**src/rtl/irdc_defs.svh**
```systemverilog
// Register offsets, field positions, reset values and EEPROM load constants
`ifndef IRDC_DEFS_SVH
`define IRDC_DEFS_SVH
`define IRDC_OFF_BROM_LOC_HI   8'h40
`define IRDC_OFF_BROM_LOC_LO   8'h41
`define IRDC_OFF_BROM_WIDTH    8'h42
`define IRDC_OFF_BROM_SIZE_HI  8'h43
`define IRDC_OFF_BROM_SIZE_LO  8'h44
`define IRDC_OFF_SRAM_LOC_HI   8'h48
`define IRDC_OFF_SRAM_LOC_LO   8'h49
`define IRDC_OFF_SRAM_WIDTH    8'h4a
`define IRDC_OFF_SRAM_SIZE_HI  8'h4b
`define IRDC_OFF_SRAM_SIZE_LO  8'h4c
`define IRDC_OFF_VENDOR        8'hf0
`define IRDC_OFF_STATUS        8'hf8
`define IRDC_OFF_MODE          8'hf9
`define IRDC_LOC_HI_FIXED      8'h0c
`define IRDC_SIZE_HI_FIXED     8'hfe
`define IRDC_WIDTH_BIT         1
`define IRDC_V_LEGACY          6
`define IRDC_V_XPOL            5
`define IRDC_V_FLASH           4
`define IRDC_V_BSEL            3
`define IRDC_V_APROM           2
`define IRDC_V_EXTIO           1
`define IRDC_V_IOMODE          0
`define IRDC_CSUM_LAST         8'h1b
`define IRDC_CSUM_GOOD         8'hff
`define IRDC_EE_WORDS          8'h40
`define IRDC_VENDOR_WORD       8'h1a
`define IRDC_RESET_BYTE        8'h00
`endif

```
**src/rtl/irdc_pkg.sv**
```systemverilog
// Types of the resource decode configuration block
package irdc_pkg;
  typedef enum logic [1:0] {
    IRDC_BUS_MASTER = 2'b00,
    IRDC_SHARED_MEM = 2'b01,
    IRDC_PIO        = 2'b10
  } irdc_arch_type;
  typedef enum logic [1:0] {
    IRDC_LD_IDLE = 2'b00,
    IRDC_LD_READ = 2'b01,
    IRDC_LD_DONE = 2'b10
  } irdc_load_type;
endpackage

```
**src/rtl/irdc_config.sv**
```systemverilog
// Resource decode configuration register bank with EEPROM load
`timescale 1ns/1ps
`include "irdc_defs.svh"
module irdc_config #(
  parameter int ADDR_W = 8
) (
  input  wire logic              clk_sys,
  input  wire logic              nrst,
  input  wire logic [ADDR_W-1:0] avsAddress,
  input  wire logic              avsRead,
  input  wire logic              avsWrite,
  input  wire logic [31:0]       avsWriteData,
  input  wire logic [3:0]        avsByteEnable,
  output logic      [31:0]       avsReadData,
  output logic                   avsWaitRequest,
  input  wire logic              eeWordValid,
  input  wire logic [7:0]        eeWordIndex,
  input  wire logic [15:0]       eeWordData,
  input  wire logic              eepromBusyIn,
  input  wire logic [2:0]        archMode,
  input  wire logic [16:13]      sysAddr,
  input  wire logic [3:0]        ioAddrLow,
  input  wire logic              ioBaseMatch,
  input  wire logic              memReadN,
  input  wire logic              memWriteN,
  input  wire logic              latchStrobe,
  input  wire logic              aenIn,
  input  wire logic              ioReadN,
  input  wire logic              ioWriteN,
  input  wire logic              twistedPairActive,
  input  wire logic              sleepEntered,
  input  wire logic              stdKeySeen,
  input  wire logic              altKeySeen,
  input  wire logic              irq12Normal,
  input  wire logic              irq15Normal,
  output logic                   eepromLoadBusy,
  output logic                   keyAccepted,
  output logic                   relocatableMode,
  output logic                   xcvrSelectOut,
  output logic                   bootRomSelectN,
  output logic                   memCs16N,
  output logic                   ioCs16N,
  output logic                   ioSelect,
  output logic                   irq12Pin,
  output logic                   irq15Pin,
  output logic [7:0]             addrRamData,
  output logic                   addrRamReadValid
);
  // ----------------------------------------------------------------
  // Helper functions
  // ----------------------------------------------------------------
  // Size code to mask of compared address bits 15..13
  function automatic logic [2:0] size_mask(input logic [3:0] sz);
    case (sz)
      4'b1111: size_mask = 3'b111;
      4'b1110: size_mask = 3'b110;
      4'b1100: size_mask = 3'b100;
      4'b1000: size_mask = 3'b000;
      default: size_mask = 3'b111;
    endcase
  endfunction
  function automatic logic size_valid(input logic [3:0] sz);
    size_valid = sz[3] && (sz == 4'b1111 || sz == 4'b1110 || sz == 4'b1100 || sz == 4'b1000);
  endfunction
  function automatic logic [7:0] field_hi(input logic [7:0] fix, input logic b);
    field_hi = {fix[7:1], b};
  endfunction

  // ----------------------------------------------------------------
  // Configuration registers
  // ----------------------------------------------------------------
  logic [3:0]  bootRomLocation;
  logic        bootRomWideFlag;
  logic [3:0]  bootRomSize;
  logic [4:0]  sharedRamLocation;
  logic        sharedRamWideFlag;
  logic [3:0]  sharedRamSize;
  logic [7:0]  vendorOptionByte;
  logic [7:0]  checksum;
  logic        loadGood;
  logic [7:0]  addrRam [0:15];
  logic [2:0]  busySync;
  logic        eeAbsent;
  irdc_pkg::irdc_load_type loadState;
  logic [7:0]  regByte;
  logic        regHit;
  logic        wrByte;
  logic [7:0]  wd;
  logic        isMaster;
  logic        isShared;
  logic        bootHit;
  logic        bootWin;
  logic        sramHit;
  logic        ioHit;

  assign wd       = avsWriteData[7:0];
  assign wrByte   = avsWrite && avsByteEnable[0] && !avsWaitRequest;
  assign isMaster = archMode == 3'(irdc_pkg::IRDC_BUS_MASTER);
  assign isShared = archMode == 3'(irdc_pkg::IRDC_SHARED_MEM);

  // Pin input synchroniser for the busy pin
  always_ff @(posedge clk_sys or negedge nrst) begin
    if (!nrst) begin
      // Unequal stages force a full settle before any decision
      busySync <= 3'h2;
    end else begin
      busySync <= {busySync[1:0], eepromBusyIn};
    end
  end

  // Floating busy pin held low by pull: no EEPROM
  always_ff @(posedge clk_sys or negedge nrst) begin
    if (!nrst) begin
      eeAbsent <= 1'b0;
    end else if (loadState == irdc_pkg::IRDC_LD_IDLE && busySync[2] == busySync[1]) begin
      eeAbsent <= !busySync[2];
    end
  end

  // ----------------------------------------------------------------
  // EEPROM load and checksum
  // ----------------------------------------------------------------
  always_ff @(posedge clk_sys or negedge nrst) begin
    if (!nrst) begin
      loadState <= irdc_pkg::IRDC_LD_IDLE;
      checksum  <= 8'h00;
      loadGood  <= 1'b0;
    end else begin
      case (loadState)
        irdc_pkg::IRDC_LD_IDLE: begin
          if (busySync[2] == busySync[1]) begin
            loadState <= busySync[2] ? irdc_pkg::IRDC_LD_READ : irdc_pkg::IRDC_LD_DONE;
          end
        end
        irdc_pkg::IRDC_LD_READ: begin
          if (eeWordValid && eeWordIndex <= `IRDC_CSUM_LAST) begin
            checksum <= checksum + eeWordData[15:8] + eeWordData[7:0];
          end
          if (eeWordValid && eeWordIndex == `IRDC_EE_WORDS - 8'h01) begin
            loadState <= irdc_pkg::IRDC_LD_DONE;
            loadGood  <= checksum == `IRDC_CSUM_GOOD;
          end
        end
        irdc_pkg::IRDC_LD_DONE: loadState <= irdc_pkg::IRDC_LD_DONE;
        default: loadState <= irdc_pkg::IRDC_LD_IDLE;
      endcase
    end
  end

  // busy high during load, low only if good
  always_ff @(posedge clk_sys or negedge nrst) begin
    if (!nrst) begin
      eepromLoadBusy <= 1'b1;
    end else begin
      eepromLoadBusy <= !(loadState == irdc_pkg::IRDC_LD_DONE && loadGood);
    end
  end

  // relocatable mode on bad or missing EEPROM
  always_ff @(posedge clk_sys or negedge nrst) begin
    if (!nrst) begin
      relocatableMode <= 1'b0;
    end else begin
      relocatableMode <= loadState == irdc_pkg::IRDC_LD_DONE && !loadGood;
    end
  end

  // ----------------------------------------------------------------
  // Register writes from load and bus
  // ----------------------------------------------------------------
  always_ff @(posedge clk_sys or negedge nrst) begin
    if (!nrst) begin
      bootRomLocation   <= 4'h0;
      bootRomWideFlag   <= 1'b0;
      bootRomSize       <= 4'h0;
      sharedRamLocation <= 5'h00;
      sharedRamWideFlag <= 1'b0;
      sharedRamSize     <= 4'h0;
      vendorOptionByte  <= `IRDC_RESET_BYTE;
    end else if (loadState == irdc_pkg::IRDC_LD_READ && eeWordValid) begin
      case (eeWordIndex)
        8'h18: begin
          bootRomLocation <= eeWordData[3:0];
          bootRomSize     <= eeWordData[7:4];
          bootRomWideFlag <= eeWordData[8];
        end
        8'h19: begin
          sharedRamLocation <= eeWordData[4:0];
          sharedRamSize     <= eeWordData[11:8];
          sharedRamWideFlag <= eeWordData[12];
        end
        `IRDC_VENDOR_WORD: vendorOptionByte <= eeWordData[7:0];
        default: begin
        end
      endcase
    end else if (wrByte) begin
      case (avsAddress)
        `IRDC_OFF_BROM_LOC_HI:  bootRomLocation[3] <= wd[0];
        `IRDC_OFF_BROM_LOC_LO:  bootRomLocation[2:0] <= wd[7:5];
        `IRDC_OFF_BROM_WIDTH:   bootRomWideFlag <= wd[`IRDC_WIDTH_BIT];
        `IRDC_OFF_BROM_SIZE_HI: bootRomSize[3] <= wd[0];
        `IRDC_OFF_BROM_SIZE_LO: bootRomSize[2:0] <= wd[7:5];
        // upper shared bits taken as written
        `IRDC_OFF_SRAM_LOC_HI:  sharedRamLocation[4:3] <= wd[1:0];
        `IRDC_OFF_SRAM_LOC_LO:  sharedRamLocation[2:0] <= wd[7:5];
        `IRDC_OFF_SRAM_WIDTH:   sharedRamWideFlag <= wd[`IRDC_WIDTH_BIT];
        `IRDC_OFF_SRAM_SIZE_HI: sharedRamSize[3] <= wd[0];
        `IRDC_OFF_SRAM_SIZE_LO: sharedRamSize[2:0] <= wd[7:5];
        `IRDC_OFF_VENDOR:       vendorOptionByte <= {1'b0, wd[6:0]};
        default: begin
        end
      endcase
    end
  end

  // station address copied from serial EEPROM
  always_ff @(posedge clk_sys) begin
    if (loadState == irdc_pkg::IRDC_LD_READ && eeWordValid && eeWordIndex < 8'h08) begin
      addrRam[{eeWordIndex[2:0], 1'b0}] <= eeWordData[7:0];
      addrRam[{eeWordIndex[2:0], 1'b1}] <= eeWordData[15:8];
    end
  end

  // ----------------------------------------------------------------
  // Avalon slave read path
  // ----------------------------------------------------------------
  always_comb begin
    regHit  = 1'b1;
    regByte = 8'h00;
    case (avsAddress)
      `IRDC_OFF_BROM_LOC_HI:  regByte = field_hi(`IRDC_LOC_HI_FIXED, bootRomLocation[3]);
      `IRDC_OFF_BROM_LOC_LO:  regByte = {bootRomLocation[2:0], 5'h00};
      `IRDC_OFF_BROM_WIDTH:   regByte = {6'h00, bootRomWideFlag, 1'b0};
      `IRDC_OFF_BROM_SIZE_HI: regByte = field_hi(`IRDC_SIZE_HI_FIXED, bootRomSize[3]);
      `IRDC_OFF_BROM_SIZE_LO: regByte = {bootRomSize[2:0], 5'h00};
      `IRDC_OFF_SRAM_LOC_HI:  regByte = {6'h03, sharedRamLocation[4:3]};
      `IRDC_OFF_SRAM_LOC_LO:  regByte = {sharedRamLocation[2:0], 5'h00};
      `IRDC_OFF_SRAM_WIDTH:   regByte = {6'h00, sharedRamWideFlag, 1'b0};
      `IRDC_OFF_SRAM_SIZE_HI: regByte = field_hi(`IRDC_SIZE_HI_FIXED, sharedRamSize[3]);
      `IRDC_OFF_SRAM_SIZE_LO: regByte = {sharedRamSize[2:0], 5'h00};
      `IRDC_OFF_VENDOR:       regByte = vendorOptionByte;
      `IRDC_OFF_STATUS:       regByte = {4'h0, eeAbsent, relocatableMode, loadGood,
                                         eepromLoadBusy};
      `IRDC_OFF_MODE:         regByte = {6'h00, loadState};
      default: begin
        regHit  = 1'b0;
        regByte = 8'h00;
      end
    endcase
  end

  // One wait cycle per access, unmapped reads return zero
  always_ff @(posedge clk_sys or negedge nrst) begin
    if (!nrst) begin
      avsWaitRequest <= 1'b1;
      avsReadData    <= 32'h0000_0000;
    end else begin
      avsWaitRequest <= !((avsRead || avsWrite) && avsWaitRequest);
      if (avsRead && avsWaitRequest) begin
        avsReadData <= {24'h00_0000, regHit ? regByte : 8'h00};
      end
    end
  end

  // ----------------------------------------------------------------
  // Address decode
  // ----------------------------------------------------------------
  logic [2:0] bootMask;
  logic [2:0] sramMask;
  logic       bootSelLatch;
  assign bootMask = size_mask(bootRomSize);
  assign sramMask = size_mask(sharedRamSize);
  // low latch strobe as upper-address select
  assign bootSelLatch = vendorOptionByte[`IRDC_V_BSEL] ? !latchStrobe : 1'b1;

  always_comb begin
    // boot window on SA 16..13, or on SA 15..13 with latch select, size aligned
    bootWin = size_valid(bootRomSize) && bootSelLatch
              && (vendorOptionByte[`IRDC_V_BSEL] || sysAddr[16] == bootRomLocation[3])
              && (((sysAddr[15:13] ^ bootRomLocation[2:0]) & bootMask) == 3'b000);
    bootHit = bootWin && !memReadN;
    // shared decode only in shared mode
    sramHit = isShared && size_valid(sharedRamSize) && (!memReadN || !memWriteN)
              && (((sysAddr[15:13] ^ sharedRamLocation[2:0]) & sramMask) == 3'b000);
    ioHit = vendorOptionByte[`IRDC_V_EXTIO] ? !aenIn : (!aenIn && ioBaseMatch);
  end

  // ----------------------------------------------------------------
  // Registered pin outputs
  // ----------------------------------------------------------------
  always_ff @(posedge clk_sys or negedge nrst) begin
    if (!nrst) begin
      bootRomSelectN <= 1'b1;
      memCs16N       <= 1'b1;
      ioCs16N        <= 1'b1;
      ioSelect       <= 1'b0;
      irq12Pin       <= 1'b0;
      irq15Pin       <= 1'b0;
      xcvrSelectOut  <= 1'b0;
    end else begin
      // flash remap of IRQ12 in master and shared modes, of boot select in shared mode only
      if (vendorOptionByte[`IRDC_V_FLASH] && isMaster) begin
        bootRomSelectN <= !bootHit;
        irq12Pin       <= !(bootWin && !memWriteN);
      end else if (vendorOptionByte[`IRDC_V_FLASH] && isShared) begin
        bootRomSelectN <= !(bootWin && (!memReadN || !memWriteN));
        irq12Pin       <= !sramHit;
      end else begin
        bootRomSelectN <= !bootHit;
        irq12Pin       <= irq12Normal;
      end
      memCs16N <= !((bootHit && bootRomWideFlag && !isMaster) || (sramHit && sharedRamWideFlag));
      // I/O 16 select from mode bit
      ioCs16N  <= !(ioHit && vendorOptionByte[`IRDC_V_IOMODE]);
      ioSelect <= ioHit;
      irq15Pin <= vendorOptionByte[`IRDC_V_APROM] ? !(ioHit && !ioReadN) : irq15Normal;
      xcvrSelectOut <= (twistedPairActive || sleepEntered) ^ vendorOptionByte[`IRDC_V_XPOL];
    end
  end

  always_ff @(posedge clk_sys or negedge nrst) begin
    if (!nrst) begin
      addrRamData      <= 8'h00;
      addrRamReadValid <= 1'b0;
    end else begin
      addrRamReadValid <= ioHit && !ioReadN && !vendorOptionByte[`IRDC_V_APROM];
      addrRamData      <= addrRam[ioAddrLow];
    end
  end

  always_ff @(posedge clk_sys or negedge nrst) begin
    if (!nrst) begin
      keyAccepted <= 1'b0;
    end else if (vendorOptionByte[`IRDC_V_LEGACY] || !loadGood) begin
      keyAccepted <= altKeySeen;
    end else begin
      keyAccepted <= stdKeySeen;
    end
  end
endmodule

```
**config.mk**
```make
export PLATFORM = sky130hd
export DESIGN_NAME = irdc_config
export DESIGN_NICKNAME = d
export VERILOG_FILES = /design/src/rtl/irdc_pkg.sv /design/src/rtl/irdc_config.sv
export VERILOG_INCLUDE_DIRS = /design/src /design/src/rtl
export SDC_FILE = /design/constraint.sdc
export NUM_CORES = 1
export LEC_CHECK = 0
export BUFFER_PORTS_ARGS = -buffer_cell sky130_fd_sc_hd__buf_2
export CORE_ASPECT_RATIO = 1.2
export CORE_MARGIN = 2
export CORE_UTILIZATION = 41
export CTS_CLUSTER_DIAMETER = 60
export DETAILED_ROUTE_END_ITERATION = 10
export GPL_TIMING_DRIVEN = 0
export SLEW_MARGIN = 20
export SYNTH_ARGS = -nofsm -noshare
export SYNTH_HDL_FRONTEND = slang
export SYNTH_SLANG_ARGS = --single-unit
```
**constraint.sdc**
```tcl
create_clock -name clk_sys -period 2.9 [get_ports clk_sys]
set_input_delay 0.145 -clock clk_sys [delete_from_list [all_inputs] [get_ports clk_sys]]
set_output_delay 0.145 -clock clk_sys [all_outputs]
set_load 0.02 [all_outputs]
```
==> out/qor.yml, run 1 <==
outcome: "complete, but fails checks"
failed_checks: "DRC"
cts_inserted_buffers: 17
regToRegEndpoint: "checksum[7]"
max_cap_violations: 0
critPathArrivalTime_ns: 3.12
achievable-frequency_mhz: 363
cp_data_required_time_ns: 3.26
cts_num_sinks: 198
placementRows: 59
stdcell_count: 1070
path_cells: "fa_1 > ha_1 > fa_1 > a211oi_1 > o21bai_1 > a21oi_1 > mux2i_1 > xor2_1"
placement.io_buffers: 91
number_of_top_level_design_ports: 150
postRouteWirelength_um: 22100
min_period_ns: 2.76
cp-endpoint: "checksum[7]"
power.static_leakage_nw: 4.25
setup_tns_ns: 0
start_kind: "flip-flop"
antenna-diode-count: 0
grt_overflow: 0
finish.net_count: 899
drive_gt1_share_pct: 31.7
worstReg2RegStart: "checksum[1]"
path_delay_family: "adder cells"
tritoncts: "done"
grt_setup_unrepaired: "false"
power.ir.vdd_worst_mv: 0.472
cts.reportedPaths.clkPinSlew_ns: 0.08
power.sequential.fraction_pct: 48.6
number_of_antenna_violations_at_the_first_check_in_global_routing: 0
ctsRootBufferMaster: "sky130_fd_sc_hd__clkbuf_16"
async_flop_share_pct: 35.4
regToRegSetupSlack_ns: 0.14
chipWidth_um: 140
syn-instance-count: 625
clock_skew_ns: 0.0121
power.density_nw_per_um2: 652
slew_headroom_pct: 41.3
fp.dieArea_um2: 23400
post_synth.cell_area_avg_um2: 14.6
synth-seq-cells: 198
slowest_delay_ns: 0.50
hold_path_startpoint: "eeWordData[14]"
yosysWarningCount: 0
h-tree-depth: 4
gp_congestion: 0.884
worst-slew-pin-transition_ns: 0.880
grt_start_max_net_pins: 38
start_util_pct: 41.8
crit_fanout: 3
synth-edff-count: 128
path_common_cell: "sky130_fd_sc_hd__fa_1"
holdCritPathClass: "primary input to flip-flop"
worst_case_reg_to_reg_path_depth: 8
worst-setup-path-type: "flip-flop to flip-flop"
drv_slew: 0
postSynth.topFlopCell: "sky130_fd_sc_hd__edfxtp_1"
first_global_vias: 6224
cp.depth: 8
core_area_um2: 21800
cp-end-kind: "flip-flop"
die_height_um: 167
hold_viol: 0
drt_iter0_drc: 463
drt-vias-per-instance: 5.40
switchingPower_w: 0.00211
area_added_between_synthesis_and_finish_pct: 19.4
total_buffers_and_inverters_traversed_by_the_critical_path: 0
routed-via-count: 5776
p_sw_share_pct: 29.8
post-place-cells: 1023
cp-startpoint: "checksum[1]"
power.share.clock_pct: 32.6
avgRoutedWirePerCell_um: 20.6
synth_sequential_area_ratio_pct: 61.5
clock_path_buffers: 2
drc: 5
dp.final_hpwl_um: 16100
clock_latency_ns: 0.44
fin_crit_sh_pct: 95.1
synthDistinctLibCells: 65
grt_first_pass_wirelength_um: 35000
timing.final.setup_violations: 0
global_route.usage.total_pct: 19.6
area_of_the_mapped_netlist_um2: 9110
firstDrtPassIters: 10
part_of_the_total_power_dissipated_in_combinational_logic_pct: 18.8
crit_slowest_cell: "sky130_fd_sc_hd__fa_1"
drtAntennaViolNets: 0
cell_internal_pwr_w: 0.00499
through the flow:
step	setup WS, ns	area [µm²]	hold slack (ns)	util, %	total power (W)
floorplan	0.140	9200	-0.151	-	0.00436
global placement	-0.976	10000	0.254	45.9	0.00476
detailed placement	0.150	10100	0.142	46.6	0.00481
CTS	0.124	10900	0.0261	49.9	0.00713
global route	0.0286	10900	0.0481	50.0	0.00741
finish	0.142	10900	0.0317	50.0	0.00710
registers in the layout (all words and copies together) (netlist names), 2 cells and up:
register / cells
sharedRamSize: 4
busySync: 3
vendorOptionByte: 8
avsReadData: 8
addrRamData: 8
bootRomSize: 4
checksum: 8
sharedRamLocation: 5
bootRomLocation: 4
addrRam: 128
loadState: 2
power by group through the flow:
stage          sequential, W  combinational, W  clock [W]
2_1_floorplan        0.00347          0.000887          0
3_3_place_gp         0.00350           0.00126          0
3_5_place_dp         0.00351           0.00130          0
4_1_cts              0.00345           0.00133    0.00235
5_1_grt              0.00349           0.00148    0.00245
6_report             0.00345           0.00133    0.00231
layout make-up:
cell class,count,area (µm²)
multi-input cells,388,3270
flip-flops and latches,198,5600
clock buffers,17,425
well taps,274,343
clock inverters,15,155
repair buffers,116,726
inverters,13,48.8
plain buffers,49,312
fillers,1858,10900
cells in the mapped netlist (10+ instances only):
cell	n	share of area, %
sky130_fd_sc_hd__edfxtp_1	128	42
sky130_fd_sc_hd__nand2_1	67	2.8
sky130_fd_sc_hd__dfrtp_1	64	18
sky130_fd_sc_hd__mux4_2	40	9.9
sky130_fd_sc_hd__nor2_1	27	1.1
sky130_fd_sc_hd__o21ai_0	25	1.4
sky130_fd_sc_hd__a21oi_1	24	1.3
sky130_fd_sc_hd__buf_4	24	2.0
sky130_fd_sc_hd__mux2_2	15	1.9
sky130_fd_sc_hd__inv_1	13	0.54
sky130_fd_sc_hd__buf_2	12	0.66
sky130_fd_sc_hd__ha_1	10	1.4
sky130_fd_sc_hd__nor3_1	10	0.55
cells by family after synthesis:
group                    synth area share (%)
flip-flops                               61.5
AND/OR/NAND/NOR                          9.26
AO/OA/AOI/OAI                            8.05
multiplexers                             12.7
buffers and inverters                    3.96
adder cells (fa/ha/maj)                  3.13
XOR/XNOR                                 1.35
other                                  0.0412
worst min-delay path by stage:
stage,to,depth (start not counted)
after floorplan,addrRamData[0],0
after global placement,busySync[0],1
after detailed placement,addrRamData[5],1
after CTS,addrRam[5][6],1
after global routing,addrRam[7][6],1
final,addrRam[5][6],1
what timing repair did:
item | CTS | global route
hold buffers | 15 | 0
setup endpoints to repair | 0 | 18
setup buffers | 0 | 0
hold endpoints to repair | 40 | 0
resized for setup | 0 | 2
cells in the final DEF (no fill, tap or decap), types with 4 or more instances in the layout:
master,instances
sky130_fd_sc_hd__a211oi_1,6
sky130_fd_sc_hd__a21boi_0,4
sky130_fd_sc_hd__a21oi_1,24
sky130_fd_sc_hd__a221oi_1,5
sky130_fd_sc_hd__a31oi_1,4
sky130_fd_sc_hd__and3_1,5
sky130_fd_sc_hd__buf_2,102
sky130_fd_sc_hd__buf_4,29
sky130_fd_sc_hd__buf_6,5
sky130_fd_sc_hd__clkbuf_1,7
sky130_fd_sc_hd__clkbuf_16,17
sky130_fd_sc_hd__conb_1,24
sky130_fd_sc_hd__dfrtp_1,64
sky130_fd_sc_hd__dfstp_2,6
sky130_fd_sc_hd__dlygate4sd3_1,15
sky130_fd_sc_hd__edfxtp_1,128
sky130_fd_sc_hd__fa_1,8
sky130_fd_sc_hd__ha_1,10
sky130_fd_sc_hd__inv_1,13
sky130_fd_sc_hd__inv_6,5
sky130_fd_sc_hd__mux2_2,15
sky130_fd_sc_hd__mux2i_1,9
sky130_fd_sc_hd__mux4_2,40
sky130_fd_sc_hd__nand2_1,67
sky130_fd_sc_hd__nand2b_1,7
sky130_fd_sc_hd__nand3_1,9
sky130_fd_sc_hd__nand4_1,5
sky130_fd_sc_hd__nor2_1,21
sky130_fd_sc_hd__nor2_2,5
sky130_fd_sc_hd__nor2b_1,5
sky130_fd_sc_hd__nor3_1,7
sky130_fd_sc_hd__nor4_4,4
sky130_fd_sc_hd__o21ai_0,25
sky130_fd_sc_hd__o21bai_1,5
sky130_fd_sc_hd__o22ai_1,5
sky130_fd_sc_hd__o2bb2ai_1,5
sky130_fd_sc_hd__xnor2_1,9
sky130_fd_sc_hd__xor2_1,5
per-layer routing:
metal  vias up  wire length (µm)  track usage (%)
li1       2653                 -                -
met1      2917              9190             23.9
met2       160             11500             35.4
met3        46               818             3.06
met5         -                 0                0
met4         0               601             7.29
Note: power is estimated with default switching activity, not from simulation.
==> run 2, diff against run 1 <==
CORE_MARGIN = default   (was 2)
==> out/qor.yml, run 2 (synthesized netlist as in run 1, its figures left out) <==
grt_start_max_net_pins: 41
firstDrtPassIters: 9
totalPowerFinal_w: 0.00714
slowest_delay_ns: 0.50
drive_gt1_share_pct: 31.6
path_cells: "fa_1 > ha_1 > fa_1 > a211oi_1 > o21bai_1 > a21oi_1 > mux2i_1 > xor2_1"
h-tree-depth: 4
start_util_pct: 41.8
avgRoutedWirePerCell_um: 20.4
crit_fanout: 3
drc: 8
final_cell_mix: "sky130_fd_sc_hd__edfxtp_1, sky130_fd_sc_hd__buf_2, sky130_fd_sc_hd__nand2_1"
critPathArrivalTime_ns: 3.03
grt_first_pass_wirelength_um: 33600
placementRows: 59
drt_iter0_drc: 369
placement.io_buffers: 91
final_common_cell: "sky130_fd_sc_hd__edfxtp_1"
chipWidth_um: 138
drv_slew: 0
number_of_antenna_violations_at_the_first_check_in_global_routing: 2
layout.cell_area.non_filler_um2: 10900
power.density_nw_per_um2: 655
min_period_ns: 2.67
tritoncts: "done"
max_cap_violations: 0
finish.net_count: 898
clock_skew_ns: 0.0122
grt_setup_unrepaired: "false"
slew_headroom_pct: 43.1
worst-slew-pin-transition_ns: 0.853
grt_overflow: 0
worst-setup-path-type: "flip-flop to flip-flop"
crit_slowest_cell: "sky130_fd_sc_hd__fa_1"
drtAntennaViolNets: 0
core_area_um2: 21800
drt-vias-per-instance: 5.43
start_kind: "flip-flop"
timing.final.setup_violations: 0
achievable-frequency_mhz: 375
failed_checks: "DRC"
path_common_cell: "sky130_fd_sc_hd__fa_1"
cts_num_sinks: 198
power.static_leakage_nw: 4.26
cts.reportedPaths.clkPinSlew_ns: 0.08
postRouteWirelength_um: 21800
holdCritPathClass: "primary input to flip-flop"
ctsRootBufferMaster: "sky130_fd_sc_hd__clkbuf_16"
cp_data_required_time_ns: 3.26
power.ir.vdd_worst_mv: 0.412
area_added_between_synthesis_and_finish_pct: 19.6
path_delay_family: "adder cells"
outcome: "complete, but fails checks"
die_height_um: 165
routed-via-count: 5813
gp_congestion: 0.925
number_of_top_level_design_ports: 150
first_global_vias: 5941
fin_crit_sh_pct: 92.1
regToRegSetupSlack_ns: 0.23
clock_latency_ns: 0.44
total_buffers_and_inverters_traversed_by_the_critical_path: 0
post_dp_cell_area_um2: 10100
hold_viol: 0
cts_inserted_buffers: 17
dp.final_hpwl_um: 15800
cp-end-kind: "flip-flop"
fp.dieArea_um2: 22800
largest_reg_flops: 128
global_route.usage.total_pct: 20.1
clock_path_buffers: 2
==> run 2: cell types whose count changed in the layout (fill, tap and decap cells not counted), moves of 2 or more <==
cell                     change
sky130_fd_sc_hd__inv_6       -2
sky130_fd_sc_hd__nor3_4      +2
sky130_fd_sc_hd__buf_4       -2
sky130_fd_sc_hd__buf_6       +2
sky130_fd_sc_hd__nor3_2      -3
==> run 2: cell type report <==
class	count	area, µm²
Antenna cell	1	2.50
Buffer	49	312
Clock buffer	17	425
Clock inverter	15	174
Fill cell	1867	10900
Inverter	13	48.8
Multi-Input combinational cell	388	3270
Sequential cell	198	5600
Tap cell	274	343
Timing Repair Buffer	115	718
==> run 2: final timing paths <==
path,to,depth (start not counted),start
hold / removal,vendorOptionByte[3],4,avsWriteData[3]
min in group asynchronous,addrRamData[6],2,nrst
setup / recovery,checksum[7],8,checksum[1]
hold reg to reg,busySync[1],0,busySync[0]
max in group asynchronous,eepromLoadBusy,3,nrst
setup reg to reg,checksum[7],8,checksum[1]
==> run 2: report_power, final <==
group	internal (W)	leakage, nW	switching (W)	total, W
combinational	0.000601	1.93	0.000718	0.00132
clock	0.00117	0.290	0.00118	0.00235
sequential	0.00323	2.03	0.000235	0.00347
total	0.00500	4.26	0.00213	0.00714
==> run 2: what timing repair did <==
action,in CTS,in global routing
hold buffers,15,0
buffers inserted,0,0
endpoints found under the hold margin,48,0
endpoints found under the setup margin,0,16
resized for setup,0,2
==> run 2: routing by layer <==
layer | up-vias | global-route usage, % | wire length [µm]
met2 | 192 | 35.1 | 11100
li1 | 2666 | - | -
met5 | - | 0 | 0
met4 | 0 | 9.04 | 611
met1 | 2920 | 24.5 | 9180
met3 | 35 | 3.66 | 958
==> run 2: worst register-to-register path, delay by kind of cell (launching register included) <==
family,cells,cell delay [ns]
compound gates,3,0.61
flops,1,0.41
fa+ha+maj,3,1.20
xor+xnor,1,0.16
mux,1,0.23
==> run 2: through the flow <==
stage	std cells	setup slack, ns	utilization (%)	hold WS (ns)	TNS, ns
5_1_grt	1070	0.0553	50.0	0.0496	0
3_3_place_gp	1013	-0.910	45.9	0.255	-37.00
2_1_floorplan	648	0.140	-	-0.151	0
3_5_place_dp	1022	0.0682	46.5	0.187	0
6_report	1070	0.231	50.0	0.0473	0
4_1_cts	1069	0.0696	50.0	0.0252	0
==> run 3, diff against run 2 <==
SETUP_SLACK_MARGIN = 0.5   (was default)
==> out/qor.yml, run 3 (synthesized netlist as in run 1, its figures left out) <==
outcome: "complete, but fails checks"
failed_checks: "DRC"
hold-path-cell-count: 4
global_route.usage.total_pct: 20.6
timing.final.setup_violations: 0
drt-vias-per-instance: 5.50
cts_num_sinks: 198
firstDrtPassIters: 8
post_dp_cell_area_um2: 10100
first_global_vias: 6079
hold_viol: 0
core_area_um2: 21800
crit_slowest_cell: "sky130_fd_sc_hd__fa_1"
start_kind: "flip-flop"
cts_inserted_buffers: 17
start_util_pct: 41.8
cts.reportedPaths.clkPinSlew_ns: 0.08
slowest_delay_ns: 0.48
worst-setup-path-type: "flip-flop to flip-flop"
stdcell_count: 1081
globalRoute.busiestLayer: "met2"
worst-slew-pin-transition_ns: 0.797
total_buffers_and_inverters_traversed_by_the_critical_path: 0
placementRows: 59
worstReg2RegStart: "checksum[1]"
holdCritPathClass: "primary input to flip-flop"
antenna-diode-count: 0
achievable-frequency_mhz: 427
hold-path-endpoint: "vendorOptionByte[3]"
clock_latency_ns: 0.44
grt_start_max_net_pins: 58
power.ir.vdd_worst_mv: 0.514
cp_data_required_time_ns: 3.26
power.static_leakage_nw: 4.32
cp-end-kind: "flip-flop"
tritoncts: "done"
layout.cell_area.non_filler_um2: 11100
drive_gt1_share_pct: 34.0
h-tree-depth: 4
final_cell_mix: "sky130_fd_sc_hd__edfxtp_1, sky130_fd_sc_hd__buf_2, sky130_fd_sc_hd__nand2_1"
fin_crit_sh_pct: 80.8
final_common_cell: "sky130_fd_sc_hd__edfxtp_1"
hold_ws_ns: 0.0464
drt_iter0_drc: 501
min_period_ns: 2.34
slew_headroom_pct: 46.9
chipWidth_um: 138
setup_tns_ns: 0
crit_fanout: 3
worst_case_reg_to_reg_path_depth: 8
placement.io_buffers: 91
fp.dieArea_um2: 22800
grt_overflow: 0
number_of_antenna_violations_at_the_first_check_in_global_routing: 0
hold_path_startpoint: "avsWriteData[3]"
post-place-cells: 1020
gr_met2_demand_resource_pct: 36.8
path_delay_family: "adder cells"
drv_slew: 0
path_cells: "fa_1 > ha_4 > fa_2 > a211oi_2 > o21bai_1 > a21oi_2 > mux2i_1 > xor2_1"
gp_congestion: 0.894
area_added_between_synthesis_and_finish_pct: 21.6
grt_first_pass_wirelength_um: 34700
max_cap_violations: 0
drc: 6
drtAntennaViolNets: 0
routed-via-count: 5945
filler_cell_count: 1854
clock_path_buffers: 2
dp.final_hpwl_um: 15700
grt_setup_unrepaired: "true"
clock_skew_ns: 0.00980
finish.net_count: 910
largest_reg_flops: 128
power.density_nw_per_um2: 647
ctsRootBufferMaster: "sky130_fd_sc_hd__clkbuf_16"
die_height_um: 165
cp.depth: 8
regToRegEndpoint: "checksum[7]"
grt.met1_usage_pct: 24.9
regToRegSetupSlack_ns: 0.56
postRouteWirelength_um: 22600
global_route.usage.met3_pct: 3.60
number_of_top_level_design_ports: 150
critPathArrivalTime_ns: 2.70
avgRoutedWirePerCell_um: 20.9
## run 3: cell count changes in the layout (fill, tap and decap cells not counted), sizes merged
| cell | previous run | this run |
|---|---|---|
| clkinv | 6 | 3 |
| clkinvlp | 1 | 3 |
| diode | 1 | 0 |
| clkbuf | 24 | 25 |
| buf | 142 | 154 |
## run 3: worst max path at each step
| stage | from | end | slack [ns] |
|---|---|---|---|
| final | checksum[1] | checksum[7] | 0.56 |
| after global routing | checksum[1] | checksum[7] | 0.39 |
| after CTS | loadState[1] | addrRam[7][1] | 0.33 |
| after detailed placement | loadState[1] | addrRam[1][7] | 0.18 |
| after global placement | loadState[1] | addrRam[13][7] | -0.13 |
| after floorplan | checksum[1] | checksum[7] | 0.55 |
## run 3: where the power goes
part | switching, W | internal (W) | total (W) | leakage, nW
combinational | 0.000751 | 0.000661 | 0.00141 | 2.02
sequential | 0.000230 | 0.00323 | 0.00346 | 2.03
clock | 0.00115 | 0.00114 | 0.00229 | 0.269
## run 3: metrics by stage
step	util [%]	setup slack (ns)	power, W
2_1_floorplan	-	0.550	0.00437
3_3_place_gp	46.0	-0.129	0.00478
3_5_place_dp	46.6	0.185	0.00482
4_1_cts	50.4	0.326	0.00712
5_1_grt	50.9	0.387	0.00747
6_report	50.9	0.555	0.00716
## run 3: area by class of cell
cell class	count	area, µm²	share of cell area (%)
multi-input combinational	388	3360	30.3
tap	274	343	3.09
clock buffer	18	429	3.87
sequential	198	5600	50.6
clock inverter	14	136	1.23
inverter	13	48.8	0.440
timing repair buffer	127	845	7.62
buffer	49	314	2.83
## run 3: tightest hold or removal path: stages
cell and delay (ns):
sky130_fd_sc_hd__buf_2 0.09, sky130_fd_sc_hd__nand2_1 0.04, sky130_fd_sc_hd__nand2_1 0.05, sky130_fd_sc_hd__mux2_2 0.13
## run 3: timing repair
item	CTS	global route
gates resized for setup	4	15
pin swaps	6	6
setup buffers	8	6
hold buffers	15	0
endpoints found under the setup margin	101	113
hold endpoints to repair	74	0
## run 3: metal layers
metal / share of wire [%] / vias to the layer above
li1: - / 2678
met1: 41 / 2985
met2: 51 / 229
met3: 4.8 / 53
met4: 3.1 / 0
met5: 0 / -
